==> src/ckctl_pkg.sv <==
package ckctl_pkg;

	// ********************************************************
	// Register map
	// ********************************************************
	localparam logic [7:0] REG_MAP_ADDR = 8'h0A;
	localparam logic [7:0] MAP_RST = 8'h00;
	// Bits 7 and 4 are reserved and never stored
	localparam logic [7:0] MAP_WMASK = 8'h6F;
	localparam int MAP_B_SRC4 = 6;
	localparam int MAP_B_SRC2 = 5;
	localparam int MAP_A_SRC7 = 3;
	localparam int MAP_A_SRC5 = 2;
	localparam int MAP_A_SRC3 = 1;
	localparam int MAP_A_SRC1 = 0;

	// ********************************************************
	// Output groups
	// ********************************************************
	localparam int SRC_N = 8;
	localparam logic [1:0] GRP_CPU = 2'h0;
	localparam logic [1:0] GRP_SRC = 2'h1;
	localparam logic [1:0] GRP_DOT = 2'h2;
	// Filter reset level: pins idle high (pull-ups)
	localparam logic [1:0] PIN_RST = 2'h3;

	// ********************************************************
	// Timing
	// ********************************************************
	localparam int CLK_PERIOD_NS = 20;
	localparam int WAKE_MAX_NS = 1800000;
	localparam int WAKE_CYC = WAKE_MAX_NS / CLK_PERIOD_NS;

	typedef enum logic [2:0] {
		ST_INIT,
		ST_WAKE,
		ST_RUN,
		ST_PARK,
		ST_OFF
	} ckctl_state_t;

endpackage

==> src/ckctl_filt_if.sv <==
`timescale 1ns/1ns
// Raw pin levels in, debounced levels out
interface ckctl_filt_if #(parameter int W = 2) ();
	logic [W-1:0] raw;
	logic edge_stb;
	logic [W-1:0] clean;
	modport filt(input raw, input edge_stb, output clean);
	modport user(output raw, output edge_stb, input clean);
endinterface

==> src/ckctl_pin_filter.sv <==
`timescale 1ns/1ns
module ckctl_pin_filter #(
	parameter int W = 2,
	parameter logic [W-1:0] RST = '1
) (
	input wire logic sys_clk, // System clock
	input wire logic nrst, // Async reset, active low
	input wire logic clk_en, // Freezes state when low
	ckctl_filt_if.filt f // Pin levels and sample strobe
);
	logic [W-1:0] s1_q;
	logic [W-1:0] s2_q;
	logic [W-1:0] cand_q;
	logic [W-1:0] clean_q;

	// ********************************************************
	// Synchroniser
	// ********************************************************
	// two-flop sync
	always_ff @(posedge sys_clk or negedge nrst) begin
		if (!nrst) begin
			s1_q <= RST;
			s2_q <= RST;
		end else if (clk_en) begin
			s1_q <= f.raw;
			s2_q <= s1_q;
		end
	end

	// ********************************************************
	// Debounce on reference clock edges
	// ********************************************************
	// two-edge agreement
	always_ff @(posedge sys_clk or negedge nrst) begin
		if (!nrst) begin
			cand_q <= RST;
			clean_q <= RST;
		end else if (clk_en && f.edge_stb) begin
			cand_q <= s2_q;
			clean_q <= (s2_q & ~(s2_q ^ cand_q)) |
				(clean_q & (s2_q ^ cand_q));
		end
	end

	assign f.clean = clean_q;
endmodule

==> src/ckctl_top.sv <==
`timescale 1ns/1ns
module ckctl_top #(
	parameter int N_CPU = 2,
	parameter int WAKE_LIMIT = ckctl_pkg::WAKE_CYC
) (
	input wire logic sys_clk, // 50 MHz system clock
	input wire logic nrst, // Async reset, active low
	input wire logic clk_en, // Freezes all state when low
	input wire logic [7:0] reg_addr, // Register index
	input wire logic [7:0] reg_wdata, // Register write data
	input wire logic reg_wr, // Register write strobe
	output logic [7:0] reg_rdata_q, // Register read data
	input wire logic output_request_a_n, // Request pin A
	input wire logic output_request_b_n, // Request pin B
	input wire logic supply_good_n, // Shared good / power-down pin
	input wire logic cpu_clock_halt_n, // CPU stop, active low
	input wire logic [N_CPU-1:0] cpu_stoppable, // CPU stop config
	input wire logic [2:0] pd_drive_mode, // Per group: 1 = float
	input wire logic pll_locked, // Synthesiser locked
	input wire logic src_ph, // Serial ref clock phase
	input wire logic cpu_ph, // CPU clock phase
	input wire logic dot_ph, // Dot clock phase
	input wire logic se_ph, // Single-ended clock phase
	output logic [ckctl_pkg::SRC_N+N_CPU:0] diff_true_q, // True level
	output logic [ckctl_pkg::SRC_N+N_CPU:0] diff_true_oe_q, // True drive
	output logic [ckctl_pkg::SRC_N+N_CPU:0] diff_comp_q, // Comp level
	output logic [ckctl_pkg::SRC_N+N_CPU:0] diff_comp_oe_q, // Comp drive
	output logic se_out_q, // Single-ended output
	output logic osc_en_q, // Oscillators and synth on
	output logic pd_active_q // Power-down in progress
);
	import ckctl_pkg::*;

	localparam int L = SRC_N + N_CPU + 1;
	localparam int WW = $clog2(WAKE_LIMIT + 1);

	ckctl_state_t st_q, st_d;
	logic [7:0] map_q;
	logic pd_mode_q, se_halt_q;
	logic src_ph_q, cpu_ph_q, dot_ph_q, se_ph_q;
	logic [L-1:0] halted_q;
	logic [WW-1:0] wake_cnt_q;
	logic [L-1:0] lane_ph, lane_prev, lane_hi, lane_req, want, pick;
	logic [SRC_N-1:0] src_req;
	logic pd_clean, cpu_halt, pd_halt, in_wake, go_run;

	// ********************************************************
	// Helpers
	// ********************************************************
	function automatic logic [SRC_N-1:0] mask_a(input logic [7:0] m);
		mask_a = {m[MAP_A_SRC7], 1'b0, m[MAP_A_SRC5], 1'b0,
			m[MAP_A_SRC3], 1'b0, m[MAP_A_SRC1], 1'b0};
	endfunction

	function automatic logic [SRC_N-1:0] mask_b(input logic [7:0] m);
		mask_b = {3'h0, m[MAP_B_SRC4], 1'b0, m[MAP_B_SRC2], 2'h0};
	endfunction

	function automatic logic [1:0] lane_grp(input int l);
		if (l < SRC_N) begin
			lane_grp = GRP_SRC;
		end else if (l < SRC_N + N_CPU) begin
			lane_grp = GRP_CPU;
		end else begin
			lane_grp = GRP_DOT;
		end
	endfunction

	// ********************************************************
	// Pin filters
	// ********************************************************
	ckctl_filt_if #(.W(2)) req_if ();
	ckctl_filt_if #(.W(2)) pin_if ();

	// Request pins sample on serial comp rising edge
	assign req_if.raw = {output_request_b_n, output_request_a_n};
	assign req_if.edge_stb = src_ph_q & ~src_ph;
	// Shared pin and CPU halt sample on CPU comp rising edge
	assign pin_if.raw = {cpu_clock_halt_n, supply_good_n};
	assign pin_if.edge_stb = cpu_ph_q & ~cpu_ph;

	ckctl_pin_filter #(.W(2), .RST(PIN_RST)) u_req_filt (
		.sys_clk(sys_clk),
		.nrst(nrst),
		.clk_en(clk_en),
		.f(req_if.filt)
	);

	ckctl_pin_filter #(.W(2), .RST(PIN_RST)) u_pin_filt (
		.sys_clk(sys_clk),
		.nrst(nrst),
		.clk_en(clk_en),
		.f(pin_if.filt)
	);

	// ********************************************************
	// Register
	// ********************************************************
	// reserved bits dropped
	always_ff @(posedge sys_clk or negedge nrst) begin
		if (!nrst) begin
			map_q <= MAP_RST;
		end else if (clk_en && reg_wr && reg_addr == REG_MAP_ADDR) begin
			map_q <= reg_wdata & MAP_WMASK;
		end
	end

	// Read data registered; unmapped indices read zero
	always_ff @(posedge sys_clk or negedge nrst) begin
		if (!nrst) begin
			reg_rdata_q <= 8'h00;
		end else if (clk_en) begin
			if (reg_addr == REG_MAP_ADDR) begin
				reg_rdata_q <= map_q;
			end else begin
				reg_rdata_q <= 8'h00;
			end
		end
	end

	// ********************************************************
	// Lane decisions
	// ********************************************************
	// either mapped pin stops a lane
	assign src_req = (mask_a(map_q) & {SRC_N{req_if.clean[0]}}) |
		(mask_b(map_q) & {SRC_N{req_if.clean[1]}});
	// power down only after supply good seen
	assign pd_clean = pd_mode_q & pin_if.clean[0];
	assign cpu_halt = ~pin_if.clean[1];
	assign pd_halt = (st_q == ST_PARK) || (st_q == ST_OFF);
	assign in_wake = (st_q == ST_INIT) || (st_q == ST_WAKE);
	// only stoppable CPU lanes, others run on
	assign lane_req = {1'b0, {N_CPU{cpu_halt}} & cpu_stoppable, src_req};
	assign lane_ph = {dot_ph, {N_CPU{cpu_ph}}, {SRC_N{src_ph}}};
	assign lane_prev = {dot_ph_q, {N_CPU{cpu_ph_q}}, {SRC_N{src_ph_q}}};
	// Lanes parking high switch on a rising phase, others on falling
	assign lane_hi = {L{pd_halt}} | {{(N_CPU + 1){1'b1}}, {SRC_N{1'b0}}};
	assign want = {L{pd_halt}} | ({L{st_q == ST_RUN}} & lane_req);
	assign pick = (lane_ph ^ lane_prev) & ~(lane_ph ^ lane_hi);
	// release on lock, or at the wake limit at the latest
	assign go_run = (st_q == ST_WAKE) && !pd_clean &&
		(pll_locked || wake_cnt_q == WW'(WAKE_LIMIT - 1));

	// ********************************************************
	// Power sequence
	// ********************************************************
	always_comb begin
		st_d = st_q;
		case (st_q)
			ST_INIT: if (pd_mode_q) st_d = ST_WAKE;
			ST_WAKE: begin
				if (pd_clean) begin
					st_d = ST_PARK;
				end else if (go_run) begin
					st_d = ST_RUN;
				end
			end
			ST_RUN: if (pd_clean) st_d = ST_PARK;
			// oscillators stay on until all parked
			ST_PARK: if (&halted_q && se_halt_q) st_d = ST_OFF;
			ST_OFF: if (!pd_clean) st_d = ST_WAKE;
			default: st_d = ST_INIT;
		endcase
	end

	always_ff @(posedge sys_clk or negedge nrst) begin
		if (!nrst) begin
			st_q <= ST_INIT;
		end else if (clk_en) begin
			st_q <= st_d;
		end
	end

	// pin turns into power-down for good
	always_ff @(posedge sys_clk or negedge nrst) begin
		if (!nrst) begin
			pd_mode_q <= 1'b0;
		end else if (clk_en && !pin_if.clean[0]) begin
			pd_mode_q <= 1'b1;
		end
	end

	// Counter bounds the wait for lock
	always_ff @(posedge sys_clk or negedge nrst) begin
		if (!nrst) begin
			wake_cnt_q <= '0;
		end else if (clk_en) begin
			wake_cnt_q <= (st_q == ST_WAKE) ? wake_cnt_q + 1'b1 : '0;
		end
	end

	// Phase history for edge detection
	always_ff @(posedge sys_clk or negedge nrst) begin
		if (!nrst) begin
			src_ph_q <= 1'b0;
			cpu_ph_q <= 1'b0;
			dot_ph_q <= 1'b0;
			se_ph_q <= 1'b0;
		end else if (clk_en) begin
			src_ph_q <= src_ph;
			cpu_ph_q <= cpu_ph;
			dot_ph_q <= dot_ph;
			se_ph_q <= se_ph;
		end
	end

	// ********************************************************
	// Stop and resume
	// ********************************************************
	// switch at a lane edge, no runt pulse; go_run clears, wake sets all at once
	always_ff @(posedge sys_clk or negedge nrst) begin
		if (!nrst) begin
			halted_q <= '1;
		end else if (clk_en) begin
			if (go_run) begin
				halted_q <= '0;
			end else if (in_wake) begin
				halted_q <= '1;
			end else begin
				halted_q <= (halted_q & ~pick) | (want & pick);
			end
		end
	end

	// single-ended held low from its next falling edge
	always_ff @(posedge sys_clk or negedge nrst) begin
		if (!nrst) begin
			se_halt_q <= 1'b1;
		end else if (clk_en) begin
			if (go_run) begin
				se_halt_q <= 1'b0;
			end else if (in_wake) begin
				se_halt_q <= 1'b1;
			end else if (se_ph_q && !se_ph) begin
				se_halt_q <= pd_halt;
			end
		end
	end

	// ********************************************************
	// Output drive
	// ********************************************************
	// Registered pins; one cycle behind the phase inputs
	always_ff @(posedge sys_clk or negedge nrst) begin
		if (!nrst) begin
			diff_true_q <= '0;
			diff_true_oe_q <= '0;
			diff_comp_q <= '0;
			diff_comp_oe_q <= '0;
		end else if (clk_en) begin
			for (int l = 0; l < L; l++) begin
				diff_comp_q[l] <= 1'b0;
				diff_comp_oe_q[l] <= 1'b0;
				if (in_wake) begin
					// true line held high until release
					diff_true_q[l] <= 1'b1;
					diff_true_oe_q[l] <= 1'b1;
				end else if (!halted_q[l]) begin
					diff_true_q[l] <= lane_ph[l];
					diff_true_oe_q[l] <= 1'b1;
					diff_comp_q[l] <= ~lane_ph[l];
					diff_comp_oe_q[l] <= 1'b1;
				end else if (pd_halt) begin
					// mode bit picks high or float
					diff_true_q[l] <= 1'b1;
					diff_true_oe_q[l] <= ~pd_drive_mode[lane_grp(l)];
				end else if (lane_grp(l) == GRP_SRC) begin
					diff_true_q[l] <= 1'b0;
					diff_true_oe_q[l] <= 1'b0;
				end else begin
					// CPU park: true high, comp floats
					diff_true_q[l] <= 1'b1;
					diff_true_oe_q[l] <= 1'b1;
				end
			end
		end
	end

	always_ff @(posedge sys_clk or negedge nrst) begin
		if (!nrst) begin
			se_out_q <= 1'b0;
			osc_en_q <= 1'b1;
			pd_active_q <= 1'b0;
		end else if (clk_en) begin
			se_out_q <= se_ph & ~se_halt_q;
			osc_en_q <= (st_d != ST_OFF);
			pd_active_q <= (st_d == ST_PARK) || (st_d == ST_OFF);
		end
	end
endmodule

==> config.mk <==
export PLATFORM = sky130hd
export DESIGN_NAME = ckctl_top
export DESIGN_NICKNAME = d
export VERILOG_FILES = /design/src/ckctl_pkg.sv /design/src/ckctl_filt_if.sv /design/src/ckctl_pin_filter.sv /design/src/ckctl_top.sv
export SDC_FILE = /design/constraint.sdc
export NUM_CORES = 1
export LEC_CHECK = 0
export ABC_AREA = 1
export BUFFER_PORTS_ARGS = -buffer_cell sky130_fd_sc_hd__buf_2
export CORE_MARGIN = 4
export CORE_UTILIZATION = 40
export CTS_BUF_LIST = sky130_fd_sc_hd__clkbuf_4 sky130_fd_sc_hd__clkbuf_8
export DETAILED_ROUTE_END_ITERATION = 16
export GPL_ROUTABILITY_DRIVEN = 0
export REMOVE_ABC_BUFFERS = 1
export SETUP_SLACK_MARGIN = 0.4
export SYNTH_ARGS = -nofsm -noshare
export SYNTH_HDL_FRONTEND = slang
export SYNTH_SLANG_ARGS = --single-unit
export TNS_END_PERCENT = 10
==> constraint.sdc <==
create_clock -name sys_clk -period 2.3 [get_ports sys_clk]
set_input_delay 0.345 -clock sys_clk [delete_from_list [all_inputs] [get_ports sys_clk]]
set_output_delay 0.345 -clock sys_clk [all_outputs]
set_load 0.02 [all_outputs]
==> results.json <==
{
  "status": "finished clean",
  "netlist_instances": 571,
  "dieArea_sq_um": 14400,
  "die_y_microns": 120,
  "r2r_setup_slack_ns": 0.50,
  "synth-seq-cells": 112,
  "dp_cells": 812,
  "ys_async_sr_fraction": 1.00,
  "worstMarginPinSlew_ns": 0.505,
  "critPathMaxFanout": 13,
  "cp-start-kind": "register",
  "r2r_start": "st_q[2]",
  "first_global_vias": 4090,
  "synth_edf_count": 0,
  "drive_above_1_share": 0.239,
  "slew_headroom": 0.663,
  "core_sq_um": 12100,
  "finalSetupTns_ns": 0,
  "fin_area_sq_um": 5850,
  "ios": 89,
  "clockBufferDepth": 2,
  "ir_worst_vdd_mv": 0.572,
  "antenna_left": 0,
  "drt-total-wl_microns": 11900,
  "dpl_worst_slack_ns": 0.406,
  "grt_max_degree": 42,
  "antennaDiodeCount": 0,
  "vias": 4054,
  "period_minus_slack_ns": 1.80,
  "synthFlopType": "dfrtp_1",
  "max_cap_viol_count": 0,
  "yosys.cell_types.count": 40,
  "avgSynthCellArea_sq_um": 8.76,
  "ys_warn_count": 0,
  "die_w_microns": 120,
  "wire_per_inst_microns": 14.4,
  "crit_arrival_ns": 2.11,
  "cts_tree": "done",
  "grt_usage": 0.177,
  "antenna_found_initial": 0,
  "clkTransAtPathRegs_ns": 0.10,
  "rsz0062_at_grt": "yes",
  "cts.sinks": 112,
  "crit_path_end_kind": "register",
  "fmax_ghz": 0.555,
  "postCtsSetupBuffers": 0,
  "cts_root_buf": "clkbuf_8",
  "syn_area_sq_um": 5000,
  "routed_via_density": 4.89,
  "numPortBuffers": 84,
  "powerDensity_nw_per_um2": 1040,
  "whs_path_depth": 3,
  "cts_buffers": 9,
  "min_from": "cpu_clock_halt_n",
  "r2r-end": "halted_q[1]",
  "min_to": "u_pin_filt.s1_q[1]",
  "gr-total-overflow": 0,
  "layout.nets": 692,
  "final.setup_skew_ns": 0.0108,
  "drt_pass1_iterations": 5,
  "crit_required_ns": 2.61,
  "start_util": 0.413,
  "rows": 40,
  "cts.htree.levels": 3,
  "reg2regPathDepth": 10,
  "synthToLayoutAreaGrowth_pct": 17.0,
  "p_leak_nw": 2.81,
  "ys_seq_area_frac": 0.568,
  "clk_latency_ns": 0.39,
  "grt_pass1_wl_microns": 20400,
  "hold_viol_final": 0,
  "worstSetupPathType": "reg -> reg",
  "instances_no_fill": 829,
  "drc_errors": 0,
  "drtIter0Drc": 306,
  "hpwl_microns": 8650,
  "finalWorstSetupSlack_ns": 0.499,
  "finalCritPeriodShare": 0.783,
  "hp-class": "in -> reg",
  "placed_area_sq_um": 5620,
  "slew_viol_final": 0,
  "setup_viol": 0
}
[per-layer routing]
layer | up-vias | share of wire | wire [microns] | global-route usage
met1 | 1931 | 0.46 | 5480 | 0.238
met4 | 0 | 0.0060 | 72 | 0.0415
met2 | 87 | 0.49 | 5890 | 0.284
met5 | - | 0 | 0 | 0
li1 | 2032 | - | - | -
met3 | 4 | 0.039 | 463 | 0.0504
[worst max-delay path, stage by stage (launching register included)]
cell     delay, ns
dfrtp_1       0.54
inv_2         0.11
nand3_2       0.11
nand2_2       0.15
nand2_1       0.09
nand2_1       0.08
nor2_4        0.25
nand2_1       0.13
o21ai_1       0.10
o21ai_0       0.08
o21ai_0       0.08
[worst max path at each step]
stage          slack, ns              to  depth (start not counted)     from
6_report            0.50     halted_q[1]                         10  st_q[2]
5_1_grt             0.35  diff_true_q[5]                          9  st_q[2]
4_1_cts             0.48     halted_q[7]                          9  st_q[0]
3_5_place_dp        0.41  diff_true_q[1]                          9  st_q[2]
2_1_floorplan       0.75  wake_cnt_q[12]                          8   clk_en
3_3_place_gp        0.48  diff_true_q[1]                          9  st_q[2]
[sequential cells by signal, summed over array words and instances, names as in the netlist, 2 cells and up, named ones only]
register	count
u_pin_filt.cand_q	2
diff_true_q	11
diff_comp_q	11
map_q	6
u_pin_filt.s2_q	2
reg_rdata_q	6
u_req_filt.cand_q	2
diff_true_oe_q	11
diff_comp_oe_q	11
halted_q	11
u_req_filt.s1_q	2
st_q	3
wake_cnt_q	17
u_req_filt.s2_q	2
u_pin_filt.s1_q	2
[what timing repair did]
action | in CTS | in global routing
hold buffers | 1 | 0
hold endpoints to repair | 25 | 0
resized for setup | 1 | 4
cloned | 0 | 0
setup endpoints to repair | 3 | 19
[logic make-up (layout without fill, tap and decap cells)]
logic type               count (synthesis)  count (layout)  synth area share
AO/OA/AOI/OAI                          139             139             0.155
XOR/XNOR                                 2               2           0.00350
adder cells (fa/ha/maj)                  2               2           0.00500
buffers and inverters                   95             184            0.0773
flip-flops                             112             112             0.568
other                                    1               2          0.000750
AND/OR/NAND/NOR                        220             220             0.191
[power by group]
group | switching [mW] | total (mW) | internal (mW)
logic | 1.36 | 2.01 | 0.650
clock network | 0.655 | 1.17 | 0.515
registers | 0.375 | 2.93 | 2.56
[Yosys cell counts, drive strengths merged, types with 2 or more instances]
cell	count	area (sq um)
xor2	2	17.5
dfstp	29	762
a21oi	29	145
nor4	2	18.8
clkbuf	11	41.3
nor3	16	80.1
buf	10	67.6
nor2	56	246
o22ai	4	25.0
nand3	31	160
a31oi	9	56.3
inv	74	278
a21o	4	30.0
ha	2	25.0
dfrtp	83	2080
o21ai	75	375
nand2	113	439
o211ai	10	75.1
o21a	2	15.0
[layout by cell type, fill, tap and decap left out, types with 2 or more instances in the layout]
master | synthesis | layout
o21ai_1 | 12 | 12
o211ai_1 | 10 | 10
buf_4 | 3 | 8
nand2_1 | 109 | 109
ha_1 | 2 | 2
inv_2 | 6 | 5
xor2_1 | 2 | 2
nor2_4 | 2 | 3
nor3_1 | 16 | 15
o21a_1 | 2 | 2
inv_1 | 68 | 68
dfstp_2 | 29 | 29
nand3_1 | 30 | 30
clkbuf_8 | 0 | 13
conb_1 | 1 | 2
nand2_2 | 3 | 3
o21ai_0 | 63 | 63
buf_2 | 3 | 83
buf_12 | 0 | 2
a21oi_1 | 29 | 29
clkinvlp_4 | 0 | 2
dfrtp_1 | 83 | 83
o22ai_1 | 4 | 4
a31oi_1 | 9 | 9
a21o_1 | 4 | 4
nor2_1 | 51 | 49
nor2_2 | 2 | 3
[metrics by stage]
stage / power (mW) / hold WS, ns / util
after detailed placement: 4.97 / 0.344 / 0.464
final: 6.11 / 0.143 / 0.483
after global routing: 6.57 / 0.106 / 0.483
after CTS: 6.16 / 0.121 / 0.482
after global placement: 4.91 / 0.339 / 0.464
after floorplan: 4.18 / 0.0494 / -
[area by class of cell]
class | instances | area [sq um]
flip-flops and latches | 112 | 2840
fillers | 1197 | 6260
clock inverters | 3 | 23.8
clock buffers | 13 | 179
inverters | 74 | 280
multi-input cells | 365 | 1800
repair buffers | 94 | 526
well taps | 168 | 210
Power figures use the tool's default switching activity.
